**src/pkg/sarc_map.svh**
```systemverilog
`ifndef SARC_MAP_SVH
`define SARC_MAP_SVH
// clock period in ns (125 MHz)
`define SARC_CLK_NS 8
// conversion time, typical, in ns
`define SARC_CONV_NS 7000
`define SARC_CONV_CYC ((`SARC_CONV_NS + `SARC_CLK_NS - 1) / `SARC_CLK_NS)
// least start pulse width in ns, rounded up to cycles
`define SARC_START_NS 40
`define SARC_START_CYC ((`SARC_START_NS + `SARC_CLK_NS - 1) / `SARC_CLK_NS)
// least setup of convert select before chip select falls
`define SARC_SETUP_NS 10
`define SARC_SETUP_CYC ((`SARC_SETUP_NS + `SARC_CLK_NS - 1) / `SARC_CLK_NS)
// latest return of the start inputs after start, rounded down
`define SARC_RELEASE_NS 3000
`define SARC_RELEASE_CYC (`SARC_RELEASE_NS / `SARC_CLK_NS)
// least acquisition time in ns
`define SARC_ACQ_NS 2000
`define SARC_ACQ_CYC ((`SARC_ACQ_NS + `SARC_CLK_NS - 1) / `SARC_CLK_NS)
// result width and byte width
`define SARC_WIDTH 16
`define SARC_BYTE 8
// reset value of the output latches
`define SARC_RESULT_RST 16'h0000
`endif

```
**src/pkg/sarc_pkg.sv**
```systemverilog
`include "sarc_map.svh"
package sarc_pkg;
  typedef logic [`SARC_WIDTH-1:0] sarc_word_type;
  typedef enum logic [1:0] {
    SARC_IDLE = 2'b00,
    SARC_CONV = 2'b01,
    SARC_DONE = 2'b10
  } sarc_dev_state_type;
  typedef enum logic [2:0] {
    SARC_H_IDLE = 3'b000,
    SARC_H_START = 3'b001,
    SARC_H_WAIT = 3'b010,
    SARC_H_READ = 3'b011,
    SARC_H_ACQ = 3'b100
  } sarc_host_state_type;
endpackage : sarc_pkg

```
**src/pkg/sarc_if.sv**
```systemverilog
`timescale 1ns/1ps
`default_nettype none
interface sarc_if;
  import sarc_pkg::*;
  logic cs_n;
  logic read_conv;
  logic byte_sel;
  logic busy_n;
  sarc_word_type data_out;
  logic data_oe;
  // bus level as seen by the host; floating lanes read as zero here
  sarc_word_type data_bus;
  assign data_bus = data_oe ? data_out : '0;
  modport device (input cs_n, input read_conv, input byte_sel,
    output busy_n, output data_out, output data_oe);
  modport host (output cs_n, output read_conv, output byte_sel,
    input busy_n, input data_bus);
endinterface : sarc_if
`default_nettype wire

```
**src/rtl/sarc_device.sv**
```systemverilog
`timescale 1ns/1ps
`default_nettype none
`include "sarc_map.svh"
module sarc_device
  import sarc_pkg::*;
#(
  parameter int CONV_CYCLES = `SARC_CONV_CYC,
  parameter bit BIPOLAR = 1'b0
) (
  // clock and reset
  input wire logic clock,
  input wire logic rst_n,
  // host side
  sarc_if.device bus,
  // analog front end model: sampled input and hold flag
  input wire logic [`SARC_WIDTH-1:0] sample_in,
  output logic sample_hold
);
  // start detection
  logic start_gate;
  logic start_gate_q;
  logic start_req;
  logic take_start;
  // conversion progress
  sarc_dev_state_type state;
  logic decide;
  logic last_cycle;
  logic [15:0] cycle_count;
  logic [4:0] bit_index;
  // data path
  sarc_word_type approx_result_reg;
  sarc_word_type held_sample;
  sarc_word_type result_latch;
  sarc_word_type trial;
  logic [`SARC_WIDTH-1:0] cmp_value;

  // count value at which decision number index is made; the conversion is cut
  // into sixteen equal slots, so a short count for simulation still resolves
  // every bit, only faster
  function automatic logic [15:0] slot_edge(input logic [4:0] index);
    logic [31:0] slot_at;
    slot_at = 32'((CONV_CYCLES * (32'(index) + 1)) / `SARC_WIDTH - 1);
    return slot_at[15:0];
  endfunction : slot_edge

  // lane order of a read; with byte select high the low byte moves up, so a
  // host with an 8-bit port reads both halves through the upper lanes
  function automatic sarc_word_type lane_order(input sarc_word_type word, input logic swap);
    sarc_word_type order;
    order = word;
    if (swap) begin
      order = {word[`SARC_BYTE-1:0], word[`SARC_WIDTH-1:`SARC_BYTE]};
    end
    return order;
  endfunction : lane_order

  // ored start gate; low only while both selects are low
  assign start_gate = bus.cs_n | bus.read_conv;
  // a start is the falling edge of the combined gate, in either mode
  assign start_req = start_gate_q & ~start_gate;
  // a start counts only in idle; a gate that falls mid-conversion is dropped
  assign take_start = start_req && state == SARC_IDLE;

  // previous gate level; it resets to the idle level of the gate, so the
  // release of reset with the gate high is never taken for a falling edge
  always_ff @(posedge clock or negedge rst_n) begin
    if (!rst_n) begin
      start_gate_q <= 1'b1;
    end else begin
      start_gate_q <= start_gate;
    end
  end

  // a decision is due when the count reaches the end of the current slot
  assign decide = state == SARC_CONV && bit_index < 5'h10 &&
    cycle_count == slot_edge(bit_index);
  // the last slot ends on the last counted cycle, so no bit is left undecided
  assign last_cycle = cycle_count == 16'(CONV_CYCLES - 1);

  // bipolar parts code the offset sample as two's complement
  assign cmp_value = BIPOLAR ? {~held_sample[15], held_sample[14:0]} : held_sample;
  assign trial = approx_result_reg | (16'h8000 >> bit_index);

  // conversion sequencer: idle, a fixed run of counted cycles, one cycle to
  // load the output latches, then idle again; starts are ignored outside idle
  always_ff @(posedge clock or negedge rst_n) begin
    if (!rst_n) begin
      state <= SARC_IDLE;
    end else begin
      case (state)
        SARC_IDLE: begin
          if (take_start) begin
            state <= SARC_CONV;
          end
        end
        SARC_CONV: begin
          if (last_cycle) begin
            state <= SARC_DONE;
          end
        end
        SARC_DONE: begin
          state <= SARC_IDLE;
        end
        default: begin
          state <= SARC_IDLE;
        end
      endcase
    end
  end

  // conversion clock count; held at zero outside a conversion, so every
  // conversion lasts the same number of edges whatever came before
  always_ff @(posedge clock or negedge rst_n) begin
    if (!rst_n) begin
      cycle_count <= 16'h0000;
    end else if (state == SARC_CONV) begin
      cycle_count <= cycle_count + 16'h0001;
    end else begin
      cycle_count <= 16'h0000;
    end
  end

  // bit pointer, msb first; it stops at sixteen so no decision repeats
  always_ff @(posedge clock or negedge rst_n) begin
    if (!rst_n) begin
      bit_index <= 5'h00;
    end else if (take_start) begin
      bit_index <= 5'h00;
    end else if (decide) begin
      bit_index <= bit_index + 5'h01;
    end
  end

  // approximation register: cleared at the start, then each trial bit is
  // kept only while the trial does not exceed cmp_value, the held sample with its msb inverted when BIPOLAR is set
  always_ff @(posedge clock or negedge rst_n) begin
    if (!rst_n) begin
      approx_result_reg <= 16'h0000;
    end else if (take_start) begin
      approx_result_reg <= 16'h0000;
    end else if (decide && trial <= cmp_value) begin
      approx_result_reg <= trial;
    end
  end

  // sample taken on the start edge; later input movement cannot reach the
  // result, as with the hold of a real sampler
  always_ff @(posedge clock or negedge rst_n) begin
    if (!rst_n) begin
      held_sample <= 16'h0000;
    end else if (take_start) begin
      held_sample <= sample_in;
    end
  end

  // output latches load on the same edge that busy rises and reach the lanes one edge
  // later, so a host that reads on the rising busy edge still gets the old word
  always_ff @(posedge clock or negedge rst_n) begin
    if (!rst_n) begin
      result_latch <= `SARC_RESULT_RST;
    end else if (state == SARC_DONE) begin
      result_latch <= approx_result_reg;
    end
  end

  // busy low from the start edge until the latch load has happened; it is
  // combinational so it falls in the cycle the gate falls. a gate still low
  // at the busy rise starts nothing until it rises and falls again
  assign bus.busy_n = !take_start && state == SARC_IDLE;
  // the sampler holds from the cycle after busy falls until busy rises
  assign sample_hold = state != SARC_IDLE;

  // read port: drives when chip select low and convert select high; a low
  // convert select always floats the lanes, whatever chip select does.
  // the lane register follows byte select one edge late
  assign bus.data_oe = ~bus.cs_n & bus.read_conv;
  always_ff @(posedge clock or negedge rst_n) begin
    if (!rst_n) begin
      bus.data_out <= 16'h0000;
    end else begin
      bus.data_out <= lane_order(result_latch, bus.byte_sel);
    end
  end
endmodule : sarc_device
`default_nettype wire

```
**src/flat_wrapper.sv**
```systemverilog
// flat-port wrapper written by rule: the top's interface ports become plain ports
module sarc_device_flat import sarc_pkg::*;
#(
  parameter int CONV_CYCLES = `SARC_CONV_CYC,
  parameter bit BIPOLAR = 1'b0
)
  (clock, rst_n, sample_in, sample_hold, bus_cs_n, bus_read_conv, bus_byte_sel, bus_busy_n, bus_data_out, bus_data_oe);
  sarc_if bus_i ();
  input wire logic clock;
  input wire logic rst_n;
  input wire logic [`SARC_WIDTH-1:0] sample_in;
  output logic sample_hold;
  input wire logic [$bits(bus_i.cs_n)-1:0] bus_cs_n;
  input wire logic [$bits(bus_i.read_conv)-1:0] bus_read_conv;
  input wire logic [$bits(bus_i.byte_sel)-1:0] bus_byte_sel;
  output wire logic [$bits(bus_i.busy_n)-1:0] bus_busy_n;
  output wire logic [$bits(bus_i.data_out)-1:0] bus_data_out;
  output wire logic [$bits(bus_i.data_oe)-1:0] bus_data_oe;
  assign bus_i.cs_n = bus_cs_n;
  assign bus_i.read_conv = bus_read_conv;
  assign bus_i.byte_sel = bus_byte_sel;
  assign bus_busy_n = bus_i.busy_n;
  assign bus_data_out = bus_i.data_out;
  assign bus_data_oe = bus_i.data_oe;
  sarc_device #(.CONV_CYCLES(CONV_CYCLES), .BIPOLAR(BIPOLAR)) u_core (.clock(clock), .rst_n(rst_n), .bus(bus_i), .sample_in(sample_in), .sample_hold(sample_hold));
endmodule
```
**config.mk**
```make
export PLATFORM = sky130hd
export DESIGN_NAME = sarc_device_flat
export DESIGN_NICKNAME = d
export VERILOG_FILES = /design/src/pkg/sarc_pkg.sv /design/src/pkg/sarc_if.sv /design/src/rtl/sarc_device.sv /design/src/flat_wrapper.sv
export VERILOG_INCLUDE_DIRS = /design/src /design/src/pkg
export SDC_FILE = /design/constraint.sdc
export NUM_CORES = 1
export LEC_CHECK = 0
export ABC_CLOCK_PERIOD_IN_PS = 13900
export BUFFER_PORTS_ARGS = -buffer_cell sky130_fd_sc_hd__buf_2
export CAP_MARGIN = 5
export CELL_PAD_IN_SITES_DETAIL_PLACEMENT = 0
export CELL_PAD_IN_SITES_GLOBAL_PLACEMENT = 1
export CORE_ASPECT_RATIO = 0.7
export CORE_MARGIN = 2
export CORE_UTILIZATION = 50
export DETAILED_ROUTE_END_ITERATION = 6
export GPL_TIMING_DRIVEN = 0
export PLACE_DENSITY = 0.85
export REMOVE_ABC_BUFFERS = 1
export SLEW_MARGIN = 20
export SYNTH_ARGS = -nofsm -noshare
export SYNTH_HDL_FRONTEND = slang
export SYNTH_SLANG_ARGS = --single-unit
export TNS_END_PERCENT = 5
```
**constraint.sdc**
```tcl
create_clock -name clock -period 13.9 [get_ports clock]
set_clock_uncertainty 0.2 [all_clocks]
set_input_delay 2.78 -clock clock [delete_from_list [all_inputs] [get_ports clock]]
set_output_delay 2.78 -clock clock [all_outputs]
set_load 0.1 [all_outputs]
```
=== Word-level counts from Yosys, hierarchy flattened ===
Index checks and enable logic that the tools add are counted.

* Bits of input ports: 21
* Bits in registers: 88
* Word-level logic and storage cells: 48
* Output and inout port bits: 19

* Shift-type cells: 1
* Order comparisons: 2
* Bitwise logic cells: 6
* Multiplexer cells: 9
* $add $sub $neg: 4
* Eq/ne operators: 6
* $mul: 1
* Reductions and logical operators: 11

{| class="wikitable"
|+ Operators with widths
! kind !! number
|-
| 2-to-1 mux 16 bit || 4
|-
| multiplier 10 x 32 -> 20 bit (first input constant) || 1
|-
| adder 16 x 1 -> 16 bit (second input constant) || 1
|-
| == test 16 x 10 -> 1 bit (second input constant) || 1
|-
| == test 16 bit || 1
|-
| <= comparator 16 bit || 1
|-
| OR 16 bit || 1
|-
| right shift 16 x 5 -> 16 bit (first input constant) || 1
|-
| subtractor 16 x 1 -> 16 bit (second input constant) || 1
|-
| 2-to-1 mux 5 bit || 2
|-
| adder 5 x 1 -> 6 bit (second input constant) || 1
|-
| nonzero test 2 bit || 3
|-
| adder 5 x 1 -> 5 bit (second input constant) || 1
|-
| logical AND 1 bit || 5
|-
| < comparator 5 bit (second input constant) || 1
|-
| 2-to-1 mux 2 bit || 2
|-
| inequality test 2 x 1 -> 1 bit (second input constant) || 2
|-
| one-hot mux 2 bit (2 select lines) || 1
|-
| AND 1 bit || 2
|-
| == test 2 x 1 -> 1 bit (second input constant) || 1
|-
| == test 2 bit (second input constant) || 1
|-
| logical NOT 2 bit || 1
|-
| NOT 1 bit || 2
|-
| AND reduction 2 bit || 1
|-
| other kinds (2) || 2
|}

=== Depth between registers and ports, before layout ===
* Word-level depth: 8
* Gate-level depth with buffers: 22
* Mapped depth without buffers: 20

=== Worst setup path after synthesis ===
OpenSTA, ideal clock, no wires.

* Path kind: in2out
* From: in bus_read_conv
* To: out bus_busy_n
* Path buffers: 0
* Path slack: 6.606 ns
* Stages on the path: 2
* Required time: 10.920 ns
* Data arrival time: 4.314 ns
* Path through: nor2_1 > a21oi_1

* Longest elaborated chain between the ends: 6

{| class="wikitable"
|+ Ends and longest elaborated chain
! item !! line !! RTL
|-
| start, declared || flat_wrapper.sv:14 || <nowiki>input wire logic [$bits(bus_i.read_conv)-1:0] bus_read_conv;</nowiki>
|-
| OR 1 bit || sarc_device.sv:58 || <nowiki>assign start_gate = bus.cs_n | bus.read_conv;</nowiki>
|-
| NOT 1 bit || sarc_device.sv:60 || <nowiki>assign start_req = start_gate_q & ~start_gate;</nowiki>
|-
| AND 1 bit || sarc_device.sv:60 ||
|-
| logical AND 1 bit || sarc_device.sv:62 || <nowiki>assign take_start = start_req && state == SARC_IDLE;</nowiki>
|-
| logical NOT 1 bit || sarc_device.sv:169 || <nowiki>assign bus.busy_n = !take_start && state == SARC_IDLE;</nowiki>
|-
| logical AND 1 bit || sarc_device.sv:169 ||
|-
| end, declared || flat_wrapper.sv:16 || <nowiki>output wire logic [$bits(bus_i.busy_n)-1:0] bus_busy_n;</nowiki>
|}

No other way between the ends.

=== Final worst setup path ===
* From: reg u_core.bit_index[0]
* To: reg u_core.approx_result_reg[0]

* Longest elaborated chain between the ends: 7
* Elaborated cells between the ends (all ways): 14
* Those cells by class: add/sub: 2; mul: 1; order compare: 2; eq/ne: 1; shift: 1; mux: 2; bitwise: 1; reduce/logical: 4

{| class="wikitable"
|+ Ends and longest elaborated chain
! item !! line !! RTL
|-
| start, declared || sarc_device.sv:29 || <nowiki>logic [4:0] bit_index;</nowiki>
|-
| start signal, assigned || sarc_device.sv:130 || <nowiki>bit_index <= bit_index + 5'h01;</nowiki>
|-
| adder 5 x 1 -> 6 bit || sarc_device.sv:42 || <nowiki>slot_at = 32'((CONV_CYCLES * (32'(index) + 1)) / `SARC_WIDTH - 1);</nowiki>
|-
| multiplier 10 x 32 -> 20 bit || sarc_device.sv:42 ||
|-
| subtractor 16 x 1 -> 16 bit || sarc_device.sv:42 ||
|-
| == test 16 bit || sarc_device.sv:76 || <nowiki>cycle_count == slot_edge(bit_index);</nowiki>
|-
| logical AND 1 bit || sarc_device.sv:75 || <nowiki>assign decide = state == SARC_CONV && bit_index < 5'h10 &&</nowiki>
|-
| logical AND 1 bit || sarc_device.sv:141 || <nowiki>end else if (decide && trial <= cmp_value) begin</nowiki>
|-
| nonzero test 2 bit (no line) || n/a ||
|-
| end signal, assigned || sarc_device.sv:142 || <nowiki>approx_result_reg <= trial;</nowiki>
|-
| end, declared || sarc_device.sv:31 || <nowiki>sarc_word_type approx_result_reg;</nowiki>
|}

Several ways; a longest one is shown, not always the timed one. The select of a mux whose other input is x is not followed.
A chain may end at the register's enable or synchronous reset.

==> impl_results.md <==
* Outcome: finished, final reports clean
* Hold Vio Cnt, Final at 0
* Number of global-route vias before repair at ~4700
* Commonest non-fill, non-tap cells in the layout: dfrtp_1, ha_1, inv_1, mux2_2, nor2_1
* Post-synth EDFFs at 0
* Row count at 34
* Die extent in x at about 140 µm
* Warnings from Yosys at 0
* Final slew viol count at 0
* Htree depth at 3
* Area growth syn-to-layout at 10.5%
* CTS Buf Count at 9
* Worst slew margin at about a third
* Number of hold buffers added after cts at 0
* Critical path fanouts, max at 20
* Final setup TNS at 0 ns
* Max Cap Viol at 0
* Fin crit share at roughly 50%
* First-pass GRT wire length at between 20 and 25 mm
* CTS tree: yes
* Power Density at 76.3 nW/µm²
* Post-CTS Setup Inserts at 0
* CP Cell Sequence: ha_1 -> nand3_1 -> xor2_1 -> inv_1 -> ha_1 -> inv_1 -> fa_1 -> inv_1 -> fa_1 -> ha_1 -> a21o_1 -> nor3_1 -> a32o_1 -> o32ai_1 -> nand2b_1 -> o21ai_0 -> a31oi_1 -> o2111ai_1 -> or2_1 -> o31ai_2
* Commonest non-fill, non-tap cell in the layout: dfrtp_1
* Synth Flop Type: dfrtp_1
* Crit path launch type: flip-flop
* Seq cells post-synth at 88
* Clock slew at reported path FFs at approximately 0.070 ns
* Die area at around 14000 µm²
* RSZ-0062 raised after global routing: no
* Post-Synthesis Cells at 651
* Vias at between 4000 and 5000
* CTS sink cnt at around 90
* Register area share after synthesis at 34.6%
* Fmax at ~140 MHz
* I/O pins at 40
* ANT cells at 0
* Synthesized area at 6370 µm²
* Largest net degree at the start of global routing at 49
* Clock Tree Root: clkbuf_16
* Area contributors post-synth: dfrtp_1, ha_1, mux2_2
* Starting density of the core at between 50 and 60%
* Drt drc at 0
* Worst Max-Slew Pin Slew at 1.02 ns
* Clk_lat worst skew at 0.34 ns
* Worst Hold Class: reg -> reg
* Share of cells above drive strength 1 at about a fifth
* WP data required at about 14 ns
* Final ANT Viol Nets at 0
* Total global-route track usage at approximately 23%
* Max Root-Sink Buffers at 2
* Die H at 98.4 µm
* Mean Syn Cell Area at around 10 µm²
* Leakage at around 3.4 nW
* WL per Instance at 17.8 µm
* Final WL at ~15 mm
* Post-cts sizing count at 0
* Crit-path max cell delay at 0.83 ns
* GP Congestion at 0.914
* Layout fillers at about 1100
* DRT Pass-1 Iters at 5
* Area leader, netlist: dfrtp_1
* Port Buffers at 39
* Detailed Route Iter0 Violations at between 300 and 400
* Post-synth top area share at approximately a third
* Final Critical Period at 7.11 ns
* CORE AREA at roughly 12000 µm²
* CP Class: reg -> reg
* Final core occ at roughly 57%
* Grt ovf at 0
* Max IR drop VDD at between 0.07 and 0.08 mV
* Ys async rst share at 100%
* Fin area at 7040 µm²
* Finish-stage setup viols at 0
* Yosys cell types at 78
* CP endpoint kind: flip-flop
* Slowest cell on crit path: o32ai_1
* Fin nets at 762
* Via density per instance at around 5.8
* Hpwl dp at 11.6 mm
* Placed cell area at 6700 µm²
* Crit path DAT at between 7 and 8 ns
* Initial antenna violation count at 0
-- power by group --
part,total [mW],switching (mW),internal (mW)
Combinational,0.0117,0.00794,0.00375
Sequential,0.256,0.000113,0.256
Clock,0.269,0.104,0.165
-- final cells by class --
| cell class | instances | area (µm²) | area share [%] |
|---|---|---|---|
| multi-input cells | 483 | 3850 | 54.7 |
| flip-flops and latches | 88 | 2200 | 31.3 |
| repair buffers | 42 | 253 | 3.59 |
| clock buffers | 10 | 239 | 3.39 |
| well taps | 162 | 203 | 2.88 |
| inverters | 51 | 191 | 2.72 |
| clock inverters | 6 | 97.6 | 1.39 |
-- path summary, 6_finish.rpt --
kind | start | end | slack (ns) | depth (start not counted)
min reg2reg | u_core.cmp_value[5]$_DFFE_PN0P_ | u_core.cmp_value[5]$_DFFE_PN0P_ | 0.31 | 1
min | u_core.cmp_value[5]$_DFFE_PN0P_ | u_core.cmp_value[5]$_DFFE_PN0P_ | 0.31 | 1
min in group asynchronous | rst_n | u_core.bus.data_out[11]$_DFF_PN0_ | 2.23 | 1
max in group asynchronous | rst_n | u_core.cmp_value[0]$_DFFE_PN0P_ | 10.65 | 2
max | u_core.bit_index[0]$_DFFE_PN0P_ | u_core.approx_result_reg[0]$_DFFE_PN0P_ | 6.79 | 20
max reg2reg | u_core.bit_index[0]$_DFFE_PN0P_ | u_core.approx_result_reg[0]$_DFFE_PN0P_ | 6.79 | 20
-- through the flow --
stage | hold WS [ns] | std cells | worst slack [ns] | power [mW]
4_1_cts | 0.312 | 842 | 6.87 | 0.542
3_5_place_dp | 0.297 | 826 | 6.90 | 0.273
3_3_place_gp | 0.290 | 823 | 7.04 | 0.272
6_report | 0.308 | 842 | 6.79 | 0.537
5_1_grt | 0.326 | 842 | 6.29 | 0.555
2_1_floorplan | 0.274 | 622 | 6.61 | 0.263
-- worst max-delay path, delay by kind of cell (launching register included) --
family	cells	cell delay [ns]
AOI/OAI and AO/OA	7	2.29
adders and majority gates	5	2.13
and+or+nand+nor	4	1.07
DFF	1	0.53
xor gates and xnor gates	1	0.50
buffers and inverters	3	0.29
-- kinds of logic (layout without fill, tap and decap cells) --
kind of cell / after synthesis / in the layout / synth area share [%]
buffers and inverters: 80 / 109 / 5.11
AND/OR/NAND/NOR: 182 / 182 / 14.6
XOR/XNOR: 36 / 36 / 5.60
adder cells (fa/ha/maj): 66 / 66 / 14.6
flip-flops: 88 / 88 / 34.6
AO/OA/AOI/OAI: 146 / 146 / 16.2
multiplexers: 53 / 53 / 9.27
-- Yosys cell counts (all sizes together), types with 6 or more instances --
cell type,number
nor2,45
a21o,20
clkbuf,18
nor3,13
o21a,6
nand4,9
mux2,48
nand2b,8
dfrtp,87
nand2,41
xnor2,20
nand3,21
fa,14
inv,51
xor2,13
o21ai,49
buf,11
a21oi,20
ha,52
nor2b,11
-- routing by layer --
metal	vias to the layer above	GRT usage, %	share of wire [%]
li1	2355	-	-
met1	2406	35.9	54
met4	0	3.34	0.43
met3	9	4.32	4.4
met5	-	0	0
met2	111	32.3	41
Power figures use the tool's default switching activity.
